**config.mk**
```make
export PLATFORM = sky130hd
export DESIGN_NAME = literal_move_indirect_exec
export DESIGN_NICKNAME = d
export VERILOG_FILES = /design/src/core/lmie_pkg.sv /design/src/core/lmie_data_mem.sv /design/src/core/literal_move_indirect_exec.sv
export VERILOG_INCLUDE_DIRS = /design/src /design/src/core
export SDC_FILE = /design/constraint.sdc
export NUM_CORES = 2
export LEC_CHECK = 0
export BUFFER_PORTS_ARGS = -buffer_cell sky130_fd_sc_hd__buf_2
export CAP_MARGIN = 25
export CORE_MARGIN = 4
export CORE_UTILIZATION = 25
export CTS_BUF_LIST = sky130_fd_sc_hd__clkbuf_4
export CTS_CLUSTER_SIZE = 12
export DETAILED_ROUTE_END_ITERATION = 10
export PLACE_DENSITY = 0.46
export SYNTH_ARGS = -nofsm -noshare
export SYNTH_HDL_FRONTEND = slang
export SYNTH_SLANG_ARGS = --single-unit
```
**constraint.sdc**
```tcl
create_clock -name pclk -period 3.9 [get_ports pclk]
set_input_delay 0.78 -clock pclk [delete_from_list [all_inputs] [get_ports pclk]]
set_output_delay 0.78 -clock pclk [all_outputs]
set_load 0.02 [all_outputs]
```
**src/core/lmie_regs.svh**
```systemverilog
// Purpose: Offsets, field positions and reset values of the move/indirect executor
// Assumes: APB byte addresses, one 32-bit word per register
// Notes: Definitions only
`ifndef LMIE_REGS_SVH
`define LMIE_REGS_SVH

`define LMIE_OFF_INSTR 8'h00
`define LMIE_OFF_WORK 8'h04
`define LMIE_OFF_BANK 8'h08
`define LMIE_OFF_PAGE 8'h0c
`define LMIE_OFF_FSP0 8'h10
`define LMIE_OFF_FSP1 8'h14
`define LMIE_OFF_FLAGS 8'h18
`define LMIE_OFF_POWER_CONTROL_STATUS_REGISTER 8'h1c
`define LMIE_OFF_MADDR 8'h20
`define LMIE_OFF_MDATA 8'h24

// Instruction word: opcode in [19:16], operand in [15:0]
`define LMIE_OP_LSB 16
`define LMIE_OP_W 4
`define LMIE_ARG_W 16
// Indirect forms: mode code [1:0], pointer index [2]; relative: offset [5:0], index [6]
`define LMIE_MM_LSB 0
`define LMIE_IND_N_BIT 2
`define LMIE_REL_N_BIT 6
`define LMIE_REL_K_W 6

// Window addresses inside every bank
`define LMIE_WIN0_ADDR 7'h00
`define LMIE_WIN1_ADDR 7'h01

`define LMIE_RST_WORK 8'h00
`define LMIE_RST_BANK 6'h00
`define LMIE_RST_PAGE 7'h00
`define LMIE_RST_FSP 16'h0000
`define LMIE_RST_FLAGS 3'h0
`define LMIE_RST_RI 1'h1

`endif

```
**src/core/lmie_pkg.sv**
```systemverilog
// Purpose: Types of the move/indirect executor
// Assumes: Nothing
// Notes: Values live in lmie_regs.svh
package lmie_pkg;

  typedef enum logic [3:0] {
    OP_NO_OPERATION = 4'h0,
    OP_LOAD_BANK_LITERAL = 4'h1,
    OP_LOAD_PAGE_LATCH_LITERAL = 4'h2,
    OP_LOAD_WORKING_LITERAL = 4'h3,
    OP_STORE_WORKING_TO_FILE = 4'h4,
    OP_STORE_WORKING_INDIRECT = 4'h5,
    OP_STORE_WORKING_RELATIVE = 4'h6,
    OP_SOFTWARE_RESET = 4'h7
  } op_t;

  typedef enum logic [1:0] {
    MM_PRE_INC = 2'h0,
    MM_PRE_DEC = 2'h1,
    MM_POST_INC = 2'h2,
    MM_POST_DEC = 2'h3
  } mm_t;

  typedef enum logic [1:0] {
    ST_WAIT = 2'b01,
    ST_ANSWER = 2'b10
  } apb_state_t;

endpackage : lmie_pkg

```
**src/core/lmie_data_mem.sv**
```systemverilog
// Purpose: Data memory written by the executor
// Assumes: One write port, one registered read port
// Notes: Not cleared by reset
`timescale 1ns/100ps
`default_nettype none

module lmie_data_mem #(
  parameter int AW = 8
) (
  // Clock
  input wire logic clk,
  // Write port
  input wire logic we,
  input wire logic [AW-1:0] waddr,
  input wire logic [7:0] wdata,
  // Read port
  input wire logic [AW-1:0] raddr,
  output logic [7:0] rdata_q
);

  if (AW < 1 || AW > 16) begin : g_bad_aw
    $error("AW must lie between 1 and 16");
  end

  logic [7:0] mem [0:(1<<AW)-1];

  always_ff @(posedge clk) begin
    if (we) begin
      mem[waddr] <= wdata;
    end
  end

  always_ff @(posedge clk) begin
    rdata_q <= mem[raddr];
  end

endmodule : lmie_data_mem

`default_nettype wire

```
**src/core/literal_move_indirect_exec.sv**
```systemverilog
// Purpose: Executes literal loads, stores, indirect stores, no-op and software reset
// Assumes: APB slave; one instruction per write to the instruction register
// Notes: Answers with pready one cycle into the access phase
//
// Behaviour
// - Load bank writes 6-bit literal, flags kept
// - Load page latch writes 7-bit literal
// - Load working writes 8-bit literal, one cycle
// - Store working copies W to file, flags kept
// - Indirect store writes W via chosen pointer
// - Modes 00/01 pre-increment or pre-decrement pointer
// - Modes 10/11 post-increment or post-decrement pointer
// - Relative offset store leaves pointer unchanged
// - Window addresses redirect through their pointer
// - Pointers are 16-bit and wrap around
// - Pointer updates and stores keep flags
// - Software reset resets device, clears flag
//
// Local design decisions: the register addresses and register access over APB.
`include "lmie_regs.svh"
`timescale 1ns/100ps
`default_nettype none

module literal_move_indirect_exec #(
  parameter int MEM_AW = 8
) (
  // Clock and reset
  input wire logic pclk,
  input wire logic presetn,
  // APB slave
  input wire logic psel,
  input wire logic penable,
  input wire logic pwrite,
  input wire logic [7:0] paddr,
  input wire logic [31:0] pwdata,
  output logic [31:0] prdata,
  output logic pready,
  output logic pslverr,
  // Core state seen by the rest of the device
  output logic [5:0] bank_select_register,
  output logic [6:0] program_counter_high_latch,
  output logic soft_reset
);

  if (MEM_AW < 7 || MEM_AW > 16) begin : g_bad_aw
    $error("MEM_AW must lie between 7 and 16");
  end

  logic [7:0] work_q;
  logic [5:0] bank_q;
  logic [6:0] page_q;
  logic [15:0] fsp_q [2];
  logic [2:0] flags_q;
  logic ri_q;
  logic soft_reset_q;
  logic [MEM_AW-1:0] maddr_q;
  logic [7:0] mdata;
  lmie_pkg::apb_state_t state_q;
  logic [31:0] prdata_q;
  logic pslverr_q;

  // Pointer arithmetic, modulo 2^16
  function automatic logic [15:0] ptr_add(input logic [15:0] p, input logic [15:0] d);
    ptr_add = 16'(p + d);
  endfunction : ptr_add

  function automatic logic mapped(input logic [7:0] a);
    mapped = (a <= `LMIE_OFF_MDATA) && (a[1:0] == 2'h0);
  endfunction : mapped

  // APB handshake: a transfer completes at the edge where pready is high
  logic done;
  logic wr_done;
  assign done = psel && penable && (state_q == lmie_pkg::ST_ANSWER);
  assign wr_done = done && pwrite && mapped(paddr);

  always_ff @(posedge pclk or negedge presetn) begin
    if (!presetn) begin
      state_q <= lmie_pkg::ST_WAIT;
    end else begin
      case (state_q)
        lmie_pkg::ST_WAIT: begin
          if (psel && penable) begin
            state_q <= lmie_pkg::ST_ANSWER;
          end
        end
        lmie_pkg::ST_ANSWER: begin
          state_q <= lmie_pkg::ST_WAIT;
        end
        default: begin
          state_q <= lmie_pkg::ST_WAIT;
        end
      endcase
    end
  end

  // Instruction decode
  logic fire;
  lmie_pkg::op_t op;
  logic [15:0] arg;
  lmie_pkg::mm_t mm;
  logic ind_n;
  logic [15:0] sel_fsp;
  logic [15:0] eff_addr;
  logic [15:0] fsp_next;
  logic fsp_upd;
  logic mem_we;
  logic [12:0] direct_addr;

  assign fire = wr_done && (paddr == `LMIE_OFF_INSTR);
  assign op = lmie_pkg::op_t'(pwdata[`LMIE_OP_LSB +: `LMIE_OP_W]);
  assign arg = pwdata[15:0];
  assign mm = lmie_pkg::mm_t'(arg[`LMIE_MM_LSB +: 2]);
  assign direct_addr = {bank_q, arg[6:0]};

  always_comb begin
    ind_n = 1'b0;
    eff_addr = 16'h0000;
    fsp_next = 16'h0000;
    fsp_upd = 1'b0;
    mem_we = 1'b0;
    sel_fsp = 16'h0000;
    case (op)
      lmie_pkg::OP_STORE_WORKING_TO_FILE: begin
        mem_we = fire;
        eff_addr = {3'h0, direct_addr};
        if (arg[6:0] == `LMIE_WIN0_ADDR || arg[6:0] == `LMIE_WIN1_ADDR) begin
          ind_n = arg[0];
          eff_addr = fsp_q[ind_n];
        end
      end
      lmie_pkg::OP_STORE_WORKING_INDIRECT: begin
        ind_n = arg[`LMIE_IND_N_BIT];
        sel_fsp = fsp_q[ind_n];
        mem_we = fire;
        fsp_upd = fire;
        case (mm)
          lmie_pkg::MM_PRE_INC: begin
            fsp_next = ptr_add(sel_fsp, 16'h0001);
            eff_addr = fsp_next;
          end
          lmie_pkg::MM_PRE_DEC: begin
            fsp_next = ptr_add(sel_fsp, 16'hffff);
            eff_addr = fsp_next;
          end
          lmie_pkg::MM_POST_INC: begin
            fsp_next = ptr_add(sel_fsp, 16'h0001);
            eff_addr = sel_fsp;
          end
          default: begin
            fsp_next = ptr_add(sel_fsp, 16'hffff);
            eff_addr = sel_fsp;
          end
        endcase
      end
      lmie_pkg::OP_STORE_WORKING_RELATIVE: begin
        ind_n = arg[`LMIE_REL_N_BIT];
        sel_fsp = fsp_q[ind_n];
        mem_we = fire;
        // Offset sign-extended from 6 bits; pointer itself is left alone
        eff_addr = ptr_add(sel_fsp, {{10{arg[5]}}, arg[5:0]});
      end
      default: begin
        eff_addr = 16'h0000;
      end
    endcase
  end

  logic sw_rst;
  assign sw_rst = fire && (op == lmie_pkg::OP_SOFTWARE_RESET);

  // Literal loads; software reset returns core state to its reset values
  always_ff @(posedge pclk or negedge presetn) begin
    if (!presetn) begin
      work_q <= `LMIE_RST_WORK;
    end else if (sw_rst) begin
      work_q <= `LMIE_RST_WORK;
    end else if (fire && op == lmie_pkg::OP_LOAD_WORKING_LITERAL) begin
      work_q <= arg[7:0];
    end else if (wr_done && paddr == `LMIE_OFF_WORK) begin
      work_q <= pwdata[7:0];
    end
  end

  always_ff @(posedge pclk or negedge presetn) begin
    if (!presetn) begin
      bank_q <= `LMIE_RST_BANK;
    end else if (sw_rst) begin
      bank_q <= `LMIE_RST_BANK;
    end else if (fire && op == lmie_pkg::OP_LOAD_BANK_LITERAL) begin
      bank_q <= arg[5:0];
    end
  end

  always_ff @(posedge pclk or negedge presetn) begin
    if (!presetn) begin
      page_q <= `LMIE_RST_PAGE;
    end else if (sw_rst) begin
      page_q <= `LMIE_RST_PAGE;
    end else if (fire && op == lmie_pkg::OP_LOAD_PAGE_LATCH_LITERAL) begin
      page_q <= arg[6:0];
    end
  end

  // Pointers: indirect update wins over a plain register write
  for (genvar i = 0; i < 2; i++) begin : g_fsp
    always_ff @(posedge pclk or negedge presetn) begin
      if (!presetn) begin
        fsp_q[i] <= `LMIE_RST_FSP;
      end else if (sw_rst) begin
        fsp_q[i] <= `LMIE_RST_FSP;
      end else if (fsp_upd && ind_n == 1'(i)) begin
        fsp_q[i] <= fsp_next;
      end else if (wr_done && paddr == (i == 0 ? `LMIE_OFF_FSP0 : `LMIE_OFF_FSP1)) begin
        fsp_q[i] <= pwdata[15:0];
      end
    end
  end

  // Flags follow software writes; of the instructions, only the software reset touches them, clearing them
  always_ff @(posedge pclk or negedge presetn) begin
    if (!presetn) begin
      flags_q <= `LMIE_RST_FLAGS;
    end else if (sw_rst) begin
      flags_q <= `LMIE_RST_FLAGS;
    end else if (wr_done && paddr == `LMIE_OFF_FLAGS) begin
      flags_q <= pwdata[2:0];
    end
  end

  // Reset-instruction flag is cleared by the software reset it records
  always_ff @(posedge pclk or negedge presetn) begin
    if (!presetn) begin
      ri_q <= `LMIE_RST_RI;
    end else if (sw_rst) begin
      ri_q <= 1'b0;
    end else if (wr_done && paddr == `LMIE_OFF_POWER_CONTROL_STATUS_REGISTER && pwdata[0]) begin
      ri_q <= 1'b1;
    end
  end

  always_ff @(posedge pclk or negedge presetn) begin
    if (!presetn) begin
      soft_reset_q <= 1'b0;
    end else begin
      soft_reset_q <= sw_rst;
    end
  end

  always_ff @(posedge pclk or negedge presetn) begin
    if (!presetn) begin
      maddr_q <= '0;
    end else if (wr_done && paddr == `LMIE_OFF_MADDR) begin
      maddr_q <= pwdata[MEM_AW-1:0];
    end
  end

  // Memory is narrower than the pointer span when MEM_AW is below 16: upper address bits are dropped
  lmie_data_mem #(
    .AW(MEM_AW)
  ) u_mem (
    .clk(pclk),
    .we(mem_we),
    .waddr(eff_addr[MEM_AW-1:0]),
    .wdata(work_q),
    .raddr(maddr_q),
    .rdata_q(mdata)
  );

  // Read data and error are prepared in the wait cycle
  always_ff @(posedge pclk or negedge presetn) begin
    if (!presetn) begin
      prdata_q <= 32'h0000_0000;
      pslverr_q <= 1'b0;
    end else if (psel && penable && state_q == lmie_pkg::ST_WAIT) begin
      pslverr_q <= !mapped(paddr);
      case (paddr)
        `LMIE_OFF_WORK: prdata_q <= {24'h0, work_q};
        `LMIE_OFF_BANK: prdata_q <= {26'h0, bank_q};
        `LMIE_OFF_PAGE: prdata_q <= {25'h0, page_q};
        `LMIE_OFF_FSP0: prdata_q <= {16'h0, fsp_q[0]};
        `LMIE_OFF_FSP1: prdata_q <= {16'h0, fsp_q[1]};
        `LMIE_OFF_FLAGS: prdata_q <= {29'h0, flags_q};
        `LMIE_OFF_POWER_CONTROL_STATUS_REGISTER: prdata_q <= {31'h0, ri_q};
        `LMIE_OFF_MADDR: prdata_q <= 32'(maddr_q);
        `LMIE_OFF_MDATA: prdata_q <= {24'h0, mdata};
        default: prdata_q <= 32'h0000_0000;
      endcase
    end else begin
      prdata_q <= 32'h0000_0000;
      pslverr_q <= 1'b0;
    end
  end

  assign prdata = prdata_q;
  assign pready = state_q[1]; // One-hot answer bit, so pready leaves a flop directly
  assign pslverr = pslverr_q;
  assign bank_select_register = bank_q;
  assign program_counter_high_latch = page_q;
  assign soft_reset = soft_reset_q;
endmodule : literal_move_indirect_exec

`default_nettype wire

```
==> key figures <==
Yosys
  – EDFF count, synth: 2048
  – Netlist cell types: 84
  – Ys Warns: 0
  – Multiplexer share of the synthesized area: about 15%
  – Main combinational cell family by area after synthesis: multiplexers
  – Async set-reset flop share out of synthesis: under 10%
  – Cell count after synthesis: around 4400
  – Cell accounting for the most synthesized area: edfxtp_1
  – Most used standard cell by instance count after synthesis: edfxtp_1
  – Sequential-to-total area share from yosys stat: 74.8%
  – Area fraction in compound gates after synthesis: 4.22%
  – Synth area leaders: edfxtp_1 (72%), mux4_2 (13%), dfrtp_1 (2.4%)
  – Mapped cell area: approximately 85000 um^2
  – Post-synthesis simple-gate area fraction: 3.74%
  – Yosys top cell area share: slightly above 70%
  – Xor/xnor share of the synthesized area: less than 1%
  – Synth Area in Adders: less than 1%
  – Commonest cells in the synthesized netlist: edfxtp_1 (2048), mux4_2 (484), nor2_1 (331)
  – FF+latch count, synth: 2141
  – Top FF cell, synth: edfxtp_1
  – Post-Syn Area per Cell: 19.6 um^2

Detailed routing
  – DRC Markers: 0
  – Vias: 48800
  – Routed len/inst: ~26 um
  – First drt pass iteration count: 10
  – Via-to-Cell Ratio: 4.66
  – DRT iter0 DRCs: ~4700
  – DRT Wirelength: 268000 um
  – ANT nets after route: 0

Placed design
  – RD Place Congestion: 0.841
  – Post-DP HPWL: 175000 um
  – Port bufs: 64
  – Area after DPL: between 90000 and 100000 um^2
  – Place WS: -0.757 ns

Worst setup path
  – Peak fanout along the critical path: 24
  – WS Path Type: flop to flop
  – Worst EP arrival: about 5.0 ns
  – Sequence of cells on the critical path: buf_4 > nor3b_1 > o221ai_1 > o32ai_2 > mux2i_1 > buf_4 > or3_1 > or3_4 > buf_12 > nor2_4 > buf_4
  – Crit-path slowest cell: or3_4
  – Crit path largest cell delay: around 0.46 ns
  – R2R Setup Slk: 0.08 ns
  – Crit-path most repeated cell: buf_4
  – Top delay family on crit path: simple AND/OR/NAND/NOR gates
  – Setup crit end kind: flop
  – Worst R2R Start: fsp_q[1]
  – CP required: 5.08 ns
  – Worst reg2reg path depth: 11
  – Worst setup SP type: flop
  – Capturing point of the worst reg2reg path: u_mem.mem[22][7]
  – CP bufs+invs: 4

Floorplanning
  – Core ar.: 340000 um^2
  – Chip height: 592 um
  – Row count: between 200 and 250
  – Chip Width: 592 um
  – Initial core utilization: 25.1%
  – Number of top-level pins: slightly above 90
  – Die ar.: between 300000 and 400000 um^2

Clock tree
  – CTS tree: done
  – H-tree depth: 6
  – Clock tree root buffer cell: clkbuf_4
  – Clock transition at path regs: 0.07 ns
  – CTS Buf Count: 586
  – Max clock buf depth: 4
  – CTS Sinks: 2141
  – Worst-Skew Late Latency: 1.46 ns

Min path
  – Worst hold path class: primary input to flop
  – Hold Crit Depth: 3
  – Hold endpoint: maddr_q[7]
  – Hold Crit Start: pwdata[7]

Run status
  – Outcome: complete, no violations

Global routing
  – Tot GR Track Use: 14.9%
  – Largest net degree at the start of global routing: 107
  – Total grt overflow: 0
  – Initial antenna violation count: 15
  – Vias in the first global route: between 50000 and 60000
  – First-pass GRT wire length: 377000 um

STA
  – Fmax: 262 MHz
  – Min Tclk post-route: 3.82 ns
  – Worst Slack Setup Final: 0.0773 ns
  – Max-slew headroom: 26.0%
  – Tcrit/Tclk final: 98.0%
  – Final slew viol count: 0
  – RSZ-0062 raised after global routing: false
  – Final hold vios: 0
  – Actual slew at the worst max-slew pin: about 1.1 ns
  – Setup violators final: 0
  – Final Skew: 0.110 ns

Layout
  – Layout area overhead: 27.2%
  – Fraction of layout cells with a size suffix above 1: 43.3%
  – Final instance area: 108000 um^2
  – Nets@finish: 5576

Pwr
  – Seq pwr share: between 50% and 60%
  – Clock share of power: 44.6%
  – Switching Share: 21.7%
  – Net load switching power: 0.00989 W
  – Peak supply drop: 0.000256 V
  – Power Dens Cells: 420 nW/um^2
  – Pleak: between 40 and 50 nW
  – Logic gate share of total power: 0.9%
  – Cell Int Power: 0.0356 W

Job
  – Max_cap viols: 0
[registers in the layout, summed over array words and instances (netlist names)]
register	cells
u_mem.mem	2048
prdata	16
fsp_q	32
pslverr	1
bank_select_register	6
ri_q	1
state_q	2
work_q	8
flags_q	3
u_mem.rdata_q	8
maddr_q	8
soft_reset	1
program_counter_high_latch	7
[tightest hold or removal path: stages]
cell and delay, ns:
dlygate4sd3_1 0.53, buf_2 0.19, mux2_2 0.17
[placed cells by master (no fill, tap or decap), drive strengths merged, types with 10 or more instances in the layout]
master and instances:
edfxtp 2048, clkbuf 845, buf 782, mux4 484, nor2 331, a22oi 162
mux2i 139, clkinv 102, nand3 97, nand2 90, dfrtp 83, o21ai 74
a21oi 71, mux2 66, dlygate4sd3 58, nor3 54, inv 45, a211oi 41
o22ai 32, and2 21, a22o 20, o211ai 17, a31oi 17, conb 16
xnor2 14, clkinvlp 13, nor2b 12, nand4 11, a221oi 11, or3 11
nand2b 10, bufinv 10
[how the worst max path moves through the flow]
stage	start	to	slack, ns	depth (start not counted)
floorplan	pwdata[6]	u_mem.mem[125][0]	-0.12	14
global placement	pwdata[6]	u_mem.mem[246][4]	-0.83	15
detailed placement	pwdata[6]	u_mem.mem[246][4]	-0.76	15
CTS	fsp_q[1]	u_mem.mem[204][7]	0.01	12
global route	fsp_q[17]	u_mem.mem[252][2]	0.02	11
finish	fsp_q[1]	u_mem.mem[22][7]	0.08	11
[cells by family after synthesis]
group           after synthesis
mux                         689
compound gates              509
simple gates                690
flops                      2141
fa+ha+maj                    10
other cells                   1
xor+xnor                     21
buf+inv                     300
[power groups by stage]
stage / Combinational, W / Sequential [W] / Clock (W)
3_5_place_dp: 0.000370 / 0.0253 / 0
5_1_grt: 0.000444 / 0.0248 / 0.0224
2_1_floorplan: 0.000202 / 0.0253 / 0
3_3_place_gp: 0.000370 / 0.0253 / 0
6_report: 0.000419 / 0.0248 / 0.0203
4_1_cts: 0.000411 / 0.0248 / 0.0210
[per-layer routing]
| layer | vias to the layer above | track usage, % | wire [um] | part of all wire [%] |
|---|---|---|---|---|
| met5 | - | 0 | 31 | 0.012 |
| met1 | 25800 | 20.8 | 117000 | 44 |
| met3 | 375 | 2.93 | 18400 | 6.9 |
| met2 | 1884 | 23.6 | 126000 | 47 |
| met4 | 6 | 4.39 | 6620 | 2.5 |
| li1 | 20800 | - | - | - |
[layout make-up]
type,instances,area [um^2]
flip-flops and latches,2141,63800
multi-input cells,1935,21700
clock buffers,844,6340
repair buffers,841,9750
diodes,5,12.5
well taps,4536,5680
fillers,32900,231000
inverters,16,60.1
clock inverters,154,1090
[what timing repair did]
item / CTS / global route
pin swaps: 0 / 9
hold buffers: 59 / 0
resized for setup: 1 / 50
hold endpoints to repair: 165 / 0
buffers inserted: 1 / 16
endpoints found under the setup margin: 9 / 391
[per-stage QoR]
step / hold WS, ns / TNS, ns / cells / power, W / utilization (%)
floorplan: 0.484 / -318.18 / 4376 / 0.0255 / -
global placement: 0.508 / -917.84 / 9391 / 0.0257 / 29.4
detailed placement: 0.515 / -849.68 / 9392 / 0.0257 / 29.4
CTS: 0.00127 / 0 / 10500 / 0.0463 / 31.8
global route: 0.105 / 0 / 10500 / 0.0476 / 31.9
finish: 0.240 / 0 / 10500 / 0.0455 / 31.9
No activity file was read; power rests on OpenSTA's default activity.
